`src/usp_pkg.sv`:
```
// Purpose: shared constants for the dual-channel serial pin and dma ready block
// Assumes: one core clock, two identical channels, fifo levels supplied by the uart core
// Notes: ready outputs are active low, serial lines idle high
//
// Overview of operation
// - Each channel's transmit pin is high during reset, when nothing is being sent, and when its transmitter is disabled.
// - In local loopback the transmit pin is disabled and the outgoing stream never reaches it.
// - In local loopback the receive pin is ignored and the outgoing stream is fed to the receiver.
// - In dma mode 0 receive-ready goes low when at least one received character is waiting to be read.
// - Receive-ready is high when the receive store is empty or, in dma mode 1, the trigger level is not yet reached.
// - Transmit-ready is low while the transmit store has at least one free location.
// - In dma mode 1 transmit-ready goes high once the transmit store has no free location.
// - Both ready outputs also pace single-character transfers in dma mode 0, not only block transfers.
// - Every pin and ready output exists once per channel and reflects only that channel.

package usp_pkg;
    localparam int unsigned USP_NUM_CH = 2;
    localparam int unsigned USP_FIFO_DEPTH = 128;
    localparam int unsigned USP_CNT_W = 8;
    localparam logic USP_LINE_IDLE = 1'b1;
    localparam logic USP_READY_ON = 1'b0;
    localparam logic USP_READY_OFF = 1'b1;
    localparam logic USP_DMA_MODE0 = 1'b0;
    localparam logic USP_DMA_MODE1 = 1'b1;
    localparam logic [USP_CNT_W-1:0] USP_CNT_EMPTY = 8'h00;
endpackage

```
`src/usp_sync_if.sv`:
```
// Purpose: carries one raw pin level into a synchroniser and the clean level back
// Assumes: raw comes from outside the core clock domain
// Notes: none

`timescale 1ns/1ps
`default_nettype none

interface usp_sync_if;
    logic raw;
    logic clean;
    modport sink (input raw, output clean);
    modport src (output raw, input clean);
endinterface // usp_sync_if

`default_nettype wire

```
`src/usp_pin_sync.sv`:
```
// Purpose: three-stage synchroniser with agreement filter for one serial pin
// Assumes: the pin idles high, so every stage resets to the idle level
// Notes: clean changes only when stages two and three agree

`timescale 1ns/1ps
`default_nettype none

module usp_pin_sync
    import usp_pkg::*;
(
    // clock and reset
    input wire logic core_clk_i,
    input wire logic reset_i,
    // pin side and clean side
    usp_sync_if.sink sync
);
    logic meta;
    logic stage2;
    logic stage3;
    logic clean;

    // meta feeds stage2 only; nothing else may look at it
    always_ff @(posedge core_clk_i or posedge reset_i) begin
        if (reset_i) begin
            meta <= USP_LINE_IDLE;
            stage2 <= USP_LINE_IDLE;
            stage3 <= USP_LINE_IDLE;
        end else begin
            meta <= sync.raw;
            stage2 <= meta;
            stage3 <= stage2;
        end
    end

    // one-cycle glitches past stage2 are rejected
    always_ff @(posedge core_clk_i or posedge reset_i) begin
        if (reset_i) begin
            clean <= USP_LINE_IDLE;
        end else if (stage2 == stage3) begin
            clean <= stage3;
        end
    end

    assign sync.clean = clean;
endmodule // usp_pin_sync

`default_nettype wire

```
`src/usp_serial_dma_ready.sv`:
```
// Purpose: serial pin steering, local loopback and dma ready flags for two uart channels
// Assumes: the uart core supplies per-channel bit streams and fifo fill levels
// Notes: fill levels count characters held, 0 to the fifo depth inclusive

`timescale 1ns/1ps
`default_nettype none

module usp_serial_dma_ready
    import usp_pkg::*;
#(
    parameter int unsigned FIFO_DEPTH = USP_FIFO_DEPTH
)
(
    // clock and reset
    input wire logic core_clk_i,
    input wire logic reset_i,
    // channel 0 pins
    input wire logic serial_in_ch0_i,
    output logic serial_out_ch0_o,
    output logic rx_avail_n_ch0_o,
    output logic tx_space_n_ch0_o,
    // channel 1 pins
    input wire logic serial_in_ch1_i,
    output logic serial_out_ch1_o,
    output logic rx_avail_n_ch1_o,
    output logic tx_space_n_ch1_o,
    // channel 0 core side
    input wire logic tx_bit_ch0_i,
    input wire logic tx_active_ch0_i,
    input wire logic tx_enable_ch0_i,
    input wire logic loopback_ch0_i,
    input wire logic dma_mode_ch0_i,
    input wire logic [USP_CNT_W-1:0] rx_count_ch0_i,
    input wire logic [USP_CNT_W-1:0] rx_trigger_ch0_i,
    input wire logic [USP_CNT_W-1:0] tx_count_ch0_i,
    output logic rx_bit_ch0_o,
    // channel 1 core side
    input wire logic tx_bit_ch1_i,
    input wire logic tx_active_ch1_i,
    input wire logic tx_enable_ch1_i,
    input wire logic loopback_ch1_i,
    input wire logic dma_mode_ch1_i,
    input wire logic [USP_CNT_W-1:0] rx_count_ch1_i,
    input wire logic [USP_CNT_W-1:0] rx_trigger_ch1_i,
    input wire logic [USP_CNT_W-1:0] tx_count_ch1_i,
    output logic rx_bit_ch1_o
);
    // ----------------------------------------------------------------
    // per-channel packing
    // ----------------------------------------------------------------
    localparam logic [USP_CNT_W-1:0] FULL_LEVEL = USP_CNT_W'(FIFO_DEPTH);

    logic [USP_NUM_CH-1:0] tx_bit;
    logic [USP_NUM_CH-1:0] tx_active;
    logic [USP_NUM_CH-1:0] tx_enable;
    logic [USP_NUM_CH-1:0] loopback;
    logic [USP_NUM_CH-1:0] dma_mode;
    logic [USP_NUM_CH-1:0] pin_in;
    logic [USP_CNT_W-1:0] rx_count [USP_NUM_CH];
    logic [USP_CNT_W-1:0] rx_trigger [USP_NUM_CH];
    logic [USP_CNT_W-1:0] tx_count [USP_NUM_CH];
    logic [USP_NUM_CH-1:0] serial_out;
    logic [USP_NUM_CH-1:0] rx_bit;
    logic [USP_NUM_CH-1:0] rx_avail_n;
    logic [USP_NUM_CH-1:0] tx_space_n;
    logic [USP_NUM_CH-1:0] pin_clean;

    // each channel sees only its own inputs
    assign tx_bit = {tx_bit_ch1_i, tx_bit_ch0_i};
    assign tx_active = {tx_active_ch1_i, tx_active_ch0_i};
    assign tx_enable = {tx_enable_ch1_i, tx_enable_ch0_i};
    assign loopback = {loopback_ch1_i, loopback_ch0_i};
    assign dma_mode = {dma_mode_ch1_i, dma_mode_ch0_i};
    assign pin_in = {serial_in_ch1_i, serial_in_ch0_i};
    assign rx_count[0] = rx_count_ch0_i;
    assign rx_count[1] = rx_count_ch1_i;
    assign rx_trigger[0] = rx_trigger_ch0_i;
    assign rx_trigger[1] = rx_trigger_ch1_i;
    assign tx_count[0] = tx_count_ch0_i;
    assign tx_count[1] = tx_count_ch1_i;

    assign serial_out_ch0_o = serial_out[0];
    assign serial_out_ch1_o = serial_out[1];
    assign rx_bit_ch0_o = rx_bit[0];
    assign rx_bit_ch1_o = rx_bit[1];
    assign rx_avail_n_ch0_o = rx_avail_n[0];
    assign rx_avail_n_ch1_o = rx_avail_n[1];
    assign tx_space_n_ch0_o = tx_space_n[0];
    assign tx_space_n_ch1_o = tx_space_n[1];

    // ----------------------------------------------------------------
    // channel logic
    // ----------------------------------------------------------------
    for (genvar c = 0; c < USP_NUM_CH; c++) begin : g_ch
        usp_sync_if sync_bus ();
        logic tx_line;
        logic next_rx_avail_n;
        logic next_tx_space_n;

        assign sync_bus.raw = pin_in[c];
        assign pin_clean[c] = sync_bus.clean;

        usp_pin_sync u_sync (
            .core_clk_i (core_clk_i),
            .reset_i (reset_i),
            .sync (sync_bus.sink)
        );

        // internal stream idles high unless a character is really leaving
        assign tx_line = (tx_active[c] && tx_enable[c]) ? tx_bit[c] : USP_LINE_IDLE;

        // pin held idle in loopback so the far end sees a quiet line
        always_ff @(posedge core_clk_i or posedge reset_i) begin
            if (reset_i) begin
                serial_out[c] <= USP_LINE_IDLE;
            end else if (loopback[c]) begin
                serial_out[c] <= USP_LINE_IDLE;
            end else begin
                serial_out[c] <= tx_line;
            end
        end

        // receiver input: own stream in loopback, filtered pin otherwise
        always_ff @(posedge core_clk_i or posedge reset_i) begin
            if (reset_i) begin
                rx_bit[c] <= USP_LINE_IDLE;
            end else if (loopback[c]) begin
                rx_bit[c] <= tx_line;
            end else begin
                rx_bit[c] <= pin_clean[c]; // relies on idle-high far end
            end
        end

        // mode 0 paces per character, mode 1 waits for the trigger level
        always_comb begin
            next_rx_avail_n = USP_READY_OFF;
            if (rx_count[c] != USP_CNT_EMPTY) begin
                if (dma_mode[c] == USP_DMA_MODE0) begin
                    next_rx_avail_n = USP_READY_ON;
                end else if (rx_count[c] >= rx_trigger[c]) begin
                    next_rx_avail_n = USP_READY_ON;
                end
            end
        end

        // a full store never reports space, in either mode
        always_comb begin
            next_tx_space_n = USP_READY_OFF;
            if (tx_count[c] < FULL_LEVEL) begin
                next_tx_space_n = USP_READY_ON;
            end
        end

        always_ff @(posedge core_clk_i or posedge reset_i) begin
            if (reset_i) begin
                rx_avail_n[c] <= USP_READY_OFF;
                tx_space_n[c] <= USP_READY_OFF;
            end else begin
                rx_avail_n[c] <= next_rx_avail_n;
                tx_space_n[c] <= next_tx_space_n;
            end
        end

        // ------------------------------------------------------------
        // checks
        // ------------------------------------------------------------
        a_tx_idle_high: assert property (
            @(posedge core_clk_i) disable iff (reset_i)
            (!tx_active[c] || !tx_enable[c]) |=> serial_out[c] == USP_LINE_IDLE)
            else $error("transmit pin not idle high");

        a_tx_follows_stream: assert property (
            @(posedge core_clk_i) disable iff (reset_i)
            (tx_active[c] && tx_enable[c] && !loopback[c])
            |=> serial_out[c] == $past(tx_bit[c]))
            else $error("transmit pin does not follow stream");

        a_loop_pin_quiet: assert property (
            @(posedge core_clk_i) disable iff (reset_i)
            loopback[c] |=> serial_out[c] == USP_LINE_IDLE)
            else $error("stream leaked to pin in loopback");

        a_loop_feeds_rx: assert property (
            @(posedge core_clk_i) disable iff (reset_i)
            loopback[c] |=> rx_bit[c] == $past(tx_line))
            else $error("loopback stream not fed to receiver");

        a_pin_feeds_rx: assert property (
            @(posedge core_clk_i) disable iff (reset_i)
            !loopback[c] |=> rx_bit[c] == $past(pin_clean[c]))
            else $error("receiver not fed from pin");

        a_rx_avail_mode0: assert property (
            @(posedge core_clk_i) disable iff (reset_i)
            (dma_mode[c] == USP_DMA_MODE0 && rx_count[c] != USP_CNT_EMPTY)
            |=> rx_avail_n[c] == USP_READY_ON)
            else $error("receive ready missing in mode 0");

        a_rx_empty_off: assert property (
            @(posedge core_clk_i) disable iff (reset_i)
            rx_count[c] == USP_CNT_EMPTY |=> rx_avail_n[c] == USP_READY_OFF)
            else $error("receive ready low while empty");

        a_rx_below_trig: assert property (
            @(posedge core_clk_i) disable iff (reset_i)
            (dma_mode[c] == USP_DMA_MODE1 && rx_count[c] < rx_trigger[c])
            |=> rx_avail_n[c] == USP_READY_OFF)
            else $error("receive ready low below trigger");

        a_tx_space_on: assert property (
            @(posedge core_clk_i) disable iff (reset_i)
            tx_count[c] < FULL_LEVEL |=> tx_space_n[c] == USP_READY_ON)
            else $error("transmit ready high with space");

        a_tx_full_off: assert property (
            @(posedge core_clk_i) disable iff (reset_i)
            (dma_mode[c] == USP_DMA_MODE1 && tx_count[c] >= FULL_LEVEL)
            |=> tx_space_n[c] == USP_READY_OFF)
            else $error("transmit ready low while full");

        a_ready_one_cycle: assert property (
            @(posedge core_clk_i) disable iff (reset_i)
            $changed(rx_avail_n[c]) |-> $past(rx_count[c]) != $past(rx_count[c], 2)
                || $past(rx_trigger[c]) != $past(rx_trigger[c], 2)
                || $past(dma_mode[c]) != $past(dma_mode[c], 2)
                || $past(rx_avail_n[c]) != $past(next_rx_avail_n, 2))
            else $error("receive ready changed without cause");
    end
endmodule // usp_serial_dma_ready

`default_nettype wire

```
`config.mk`:
```
export PLATFORM = sky130hd
export DESIGN_NAME = usp_serial_dma_ready
export DESIGN_NICKNAME = d
export VERILOG_FILES = /design/src/usp_pkg.sv /design/src/usp_sync_if.sv /design/src/usp_pin_sync.sv /design/src/usp_serial_dma_ready.sv
export SDC_FILE = /design/constraint.sdc
export NUM_CORES = 1
export LEC_CHECK = 0
export BUFFER_PORTS_ARGS = -buffer_cell sky130_fd_sc_hd__buf_2
export CAP_MARGIN = 5
export CELL_PAD_IN_SITES_DETAIL_PLACEMENT = 0
export CELL_PAD_IN_SITES_GLOBAL_PLACEMENT = 1
export CORE_MARGIN = 5
export CORE_UTILIZATION = 31
export CTS_BUF_LIST = sky130_fd_sc_hd__clkbuf_8
export DETAILED_ROUTE_END_ITERATION = 16
export GPL_ROUTABILITY_DRIVEN = 0
export PLACE_DENSITY = 0.89
export SLEW_MARGIN = 20
export SYNTH_ARGS = -nofsm -noshare
export SYNTH_HDL_FRONTEND = slang
export SYNTH_SLANG_ARGS = --single-unit
export TNS_END_PERCENT = 100
```
`constraint.sdc`:
```
create_clock -name core_clk_i -period 1.74 [get_ports core_clk_i]
set_input_delay 0.348 -clock core_clk_i [delete_from_list [all_inputs] [get_ports core_clk_i]]
set_output_delay 0.348 -clock core_clk_i [all_outputs]
set_load 0.1 [all_outputs]
```
Word level (Yosys, flattened, before mapping)
Index checks and enable logic that the tools add are counted.
W data, S select, Z words.
{"block": "word_totals", "reg_bits": 16, "input_bits": 62, "out_inout_bits": 8, "word_cells": 40}
{"block": "op_classes", "order_cmp": 4, "eq_ne": 2, "muxes": 14, "n_reduce_logical": 4}
{"op": "$ge A8 B8 Y1", "count": 2}
{"op": "$lt A8 B8 Y1 const B", "count": 2}
{"op": "$reduce_bool A8 Y1", "count": 2}
{"op": "$mux W1", "count": 14}
{"op": "$eq A1 B1 Y1", "count": 2}
{"op": "$logic_and A1 B1 Y1", "count": 2}

Depth between registers and ports, before layout
{"block": "logic_depth", "depth_word": 4, "depth_mapped": 6, "ltp_nobuf": 6}

Hierarchy
From an unflattened synthesis, not the netlist that was laid out.
{"block": "hier_totals", "hier_cells": 91, "area_unflattened_um2": 982.2}
{"mod": "usp_serial_dma_ready", "n_inst": 1, "cells_each": 79, "area_per_inst_um2": 742.0, "seq_area_each_um2": 210.2}
{"mod": "usp_pin_sync", "n_inst": 2, "cells_each": 6, "area_per_inst_um2": 120.1, "seq_area_each_um2": 105.1}

Worst setup path before layout
Ideal clock, no wire load.
{"block": "synth_timing", "kind": "in2reg", "start": "in rx_count_ch0_i[0]", "end": "reg rx_avail_n[0], in the netlist rx_avail_n_ch0_o", "setup_ps": 68, "t_arrival_ps": 1173, "t_required_ps": 1672, "path_slack_ps": 499, "stages": 6, "path_buffers": 0, "cell_sequence": "inv_1 ha_1 nand2b_1 a211oi_1 o21bai_1 a21oi_2"}
{"block": "synth_between", "elab_chain_len": 4, "word_cells_on_any_way": 5, "cone_classes": "1 x order compare; 3 x mux; 1 x reduce/logical"}
{"item": "start: declaration", "line_no": "usp_serial_dma_ready.sv:33", "text": "input wire logic [USP_CNT_W-1:0] rx_count_ch0_i,"}
{"item": "$ge A8 B8 Y1", "line_no": "usp_serial_dma_ready.sv:140", "text": "end else if (rx_count[c] >= rx_trigger[c]) begin"}
{"item": "$mux W1", "line_no": "usp_serial_dma_ready.sv:140"}
{"item": "$mux W1", "line_no": "usp_serial_dma_ready.sv:138", "text": "if (dma_mode[c] == USP_DMA_MODE0) begin"}
{"item": "$mux W1 *", "line_no": "usp_serial_dma_ready.sv:137", "text": "if (rx_count[c] != USP_CNT_EMPTY) begin"}
{"item": "named net g_ch[0].next_rx_avail_n", "line_no": "usp_serial_dma_ready.sv:97", "text": "logic next_rx_avail_n;"}
{"item": "end signal: indexed assignment", "line_no": "usp_serial_dma_ready.sv:159", "text": "rx_avail_n[c] <= next_rx_avail_n;"}
{"item": "end: declaration", "line_no": "usp_serial_dma_ready.sv:64", "text": "logic [USP_NUM_CH-1:0] rx_avail_n;"}
The timed path passes the listed nets; every way through them passes the cells marked *.
A chain may end at the register's enable or synchronous reset.

Final worst setup path
{"block": "layout_timing", "start": "reg rx_avail_n[0], in the netlist rx_avail_n_ch0_o", "end": "out rx_avail_n_ch0_o"}
{"item": "end: declaration", "line_no": "usp_serial_dma_ready.sv:20", "text": "output logic rx_avail_n_ch0_o,"}
No word-level cell between the ends.

==> impl_metrics.ini <==
[layout]
fillCellCount = 296
stdcell_count = 184
final_nets = 231
synthToLayoutAreaGrowth_pct = 37.4
drive_gt1_share_pct = 53.6
final_area_um2 = 1320
antennaDiodeCount = 0

[grt]
antenna_found_initial = 0
use_met3_pct = 1.20
use_met1_pct = 11.0
grt_pass1_vias = 880
grt_start_max_net_pins = 17
grtUsageTotal_pct = 9.59
grt_pass1_wl_mm = 3.35
met2_usage_pct = 18.1
grt.busiest_layer = met2
grt_overflow_total = 0

[routing]
drt-initial-drc-count = 11
vias_per_cell = 4.61
ant_nets = 0
wl_per_cell_um = 10.9
vias = 849
wirelength_mm = 2.01
remaining_drc_errors = 0
dr.pass1.iters = 4

[yosys]
synth_ff_type = dfstp_2
postSynthAreaPerCell_um2 = 10.3
synth_area_leaders = dfstp_2, ha_1, inv_1
synthDistinctLibCells = 23
synth_edf_count = 0
netlist_area_um2 = 957
mappedNetlistNets = 171
netlist_top_cells_count = inv_1, dfstp_2, ha_1
yosysMostFrequentCell = inv_1
synth-seq-area-share_pct = 43.9
yosysWarnings = 0
synth-seq-cells = 16
netlist.area_leader.share_pct = 43.9
synthCells = 93
yosys.area.top_type = dfstp_2
ys_async_sr_fraction_pct = 100

[sta]
rsz0062_at_grt = no
finalClockSkew_ns = 0.000627
post-route-min-period_ns = 1.52
relSlewSlack_pct = 64.5
setup-tns-final_ns = 0
fin_crit_sh_pct = 87.4
finalSetupViolCount = 0
tightest_slew_ns = 0.531
finalHoldViolCount = 0
final_max_slew_viol_count = 0
fmax_mhz = 657

[die]
start_util_pct = 31.9
die_w_um = 65.6
die_area_um2 = 4300
dieHeight_um = 65.6
ios = 70
fp-row-count = 20
coreArea_um2 = 3000

[power_and_ir_drop]
power_leakage_nw = 0.695
vdd_ir_drop_max_mv = 0.260
power.density_nw_per_um2 = 718

[clock_tree]
postCtsSetupBuffers = 0
cts_made_buffers = 3
clock_latency_ns = 0.24
clk_path_buf_depth = 2
cts.sinks = 16
postCtsResizedCells = 0
htree_num_levels = 1
root_buffer = clkbuf_8
cts_tree = yes
cts_hold_buf = 0
clkTransAtPathRegs_ns = 0.05

[setup_path]
critical_path_required_ns = 1.39
worstPathArrival_ns = 1.17
crit_path_max_fanout = 1
reg2reg_from = g_ch[0].u_sync.stage2
crit_buf_inv = 1
r2r_cells = 1
reg2reg_slack_ns = 0.94
cp-end-kind = primary output
worstPathCellList = buf_2
slowest_stage = dfstp_2
crit-reg2reg-capture = g_ch[0].u_sync.sync.clean
max_stage_delay_ns = 0.51
cp-start-kind = register
critPathKind = register to primary output
cp_top_family = flip-flops

[hold_path]
min-delay-start = serial_in_ch0_i
hold_depth = 1
min_path_type = input port to register
hold_end = g_ch[0].u_sync.meta

[place]
placed_cell_area_um2 = 1270
hpwl_mm = 1.82
portBuffers = 55
dp.cells = 181

[run_status]
outcome = complete, no violations

[run]
maxCapViolCount = 0
## layout make-up
type	count	area (um2)	share of cell area, %
sequential	16	420	32.0
multi-input combinational	60	473	36.0
timing repair buffer	55	275	20.9
clock buffer	3	41.3	3.14
inverter	17	63.8	4.85
tap	33	41.3	3.14
## per-layer routing
metal / vias to the layer above / wire length [um]
met5: - / 0
li1: 439 / -
met4: 0 / 0
met3: 0 / 135
met2: 33 / 1000
met1: 377 / 869
## power by group
part           switching (mW)  internal (mW)  total, mW
logic                   0.175         0.0931      0.268
registers             0.00861          0.415      0.423
clock network           0.100          0.153      0.253
total                   0.284          0.660      0.944
## cells by family (layout without fill, tap and decap cells)
group | Yosys count | after routing | synth area share (%)
simple gates | 28 | 28 | 17.5
fa+ha+maj | 18 | 18 | 23.0
buf+inv | 17 | 75 | 6.67
flops | 16 | 16 | 43.9
compound gates | 14 | 14 | 8.89
## stage by stage
stage | utilization, % | total power [mW] | hold WS (ns) | setup slack, ns
floorplan | - | 0.610 | 0.345 | 0.499
global placement | 42.4 | 0.690 | 0.349 | 0.336
detailed placement | 42.4 | 0.698 | 0.349 | 0.310
CTS | 43.8 | 0.960 | 0.201 | 0.209
global route | 43.8 | 1.00 | 0.198 | 0.193
finish | 43.8 | 0.944 | 0.207 | 0.219
## registers in the layout (all words and copies together) (netlist names)
| signal | cells |
|---|---|
| g_ch.u_sync.meta | 2 |
| g_ch.u_sync.stage2 | 2 |
| g_ch.u_sync.stage3 | 2 |
| g_ch.u_sync.sync.clean | 2 |
| rx_avail_n_ch0_o | 1 |
| rx_avail_n_ch1_o | 1 |
| rx_bit_ch0_o | 1 |
| rx_bit_ch1_o | 1 |
| serial_out_ch0_o | 1 |
| serial_out_ch1_o | 1 |
| tx_space_n_ch0_o | 1 |
| tx_space_n_ch1_o | 1 |
## worst max path at each step
stage / startpoint / end / slack [ns] / cells after the start
floorplan: rx_count_ch0_i[0] / rx_avail_n_ch0_o / 0.50 / 6
global placement: rx_count_ch0_i[0] / rx_avail_n_ch0_o / 0.34 / 7
detailed placement: rx_count_ch0_i[0] / rx_avail_n_ch0_o / 0.31 / 7
CTS: tx_space_n_ch1_o / tx_space_n_ch1_o / 0.21 / 1
global route: rx_avail_n_ch0_o / rx_avail_n_ch0_o / 0.19 / 1
finish: rx_avail_n_ch0_o / rx_avail_n_ch0_o / 0.22 / 1
## layout by cell type, fill, tap and decap left out, types with 3 or more instances in the layout
cell,instances
buf_2,55
dfstp_2,16
nand2b_1,3
clkbuf_8,3
ha_1,16
or4_4,3
a21oi_1,5
nand4_1,4
inv_1,17
nor2_1,6
No activity file was read; power rests on OpenSTA's default activity.
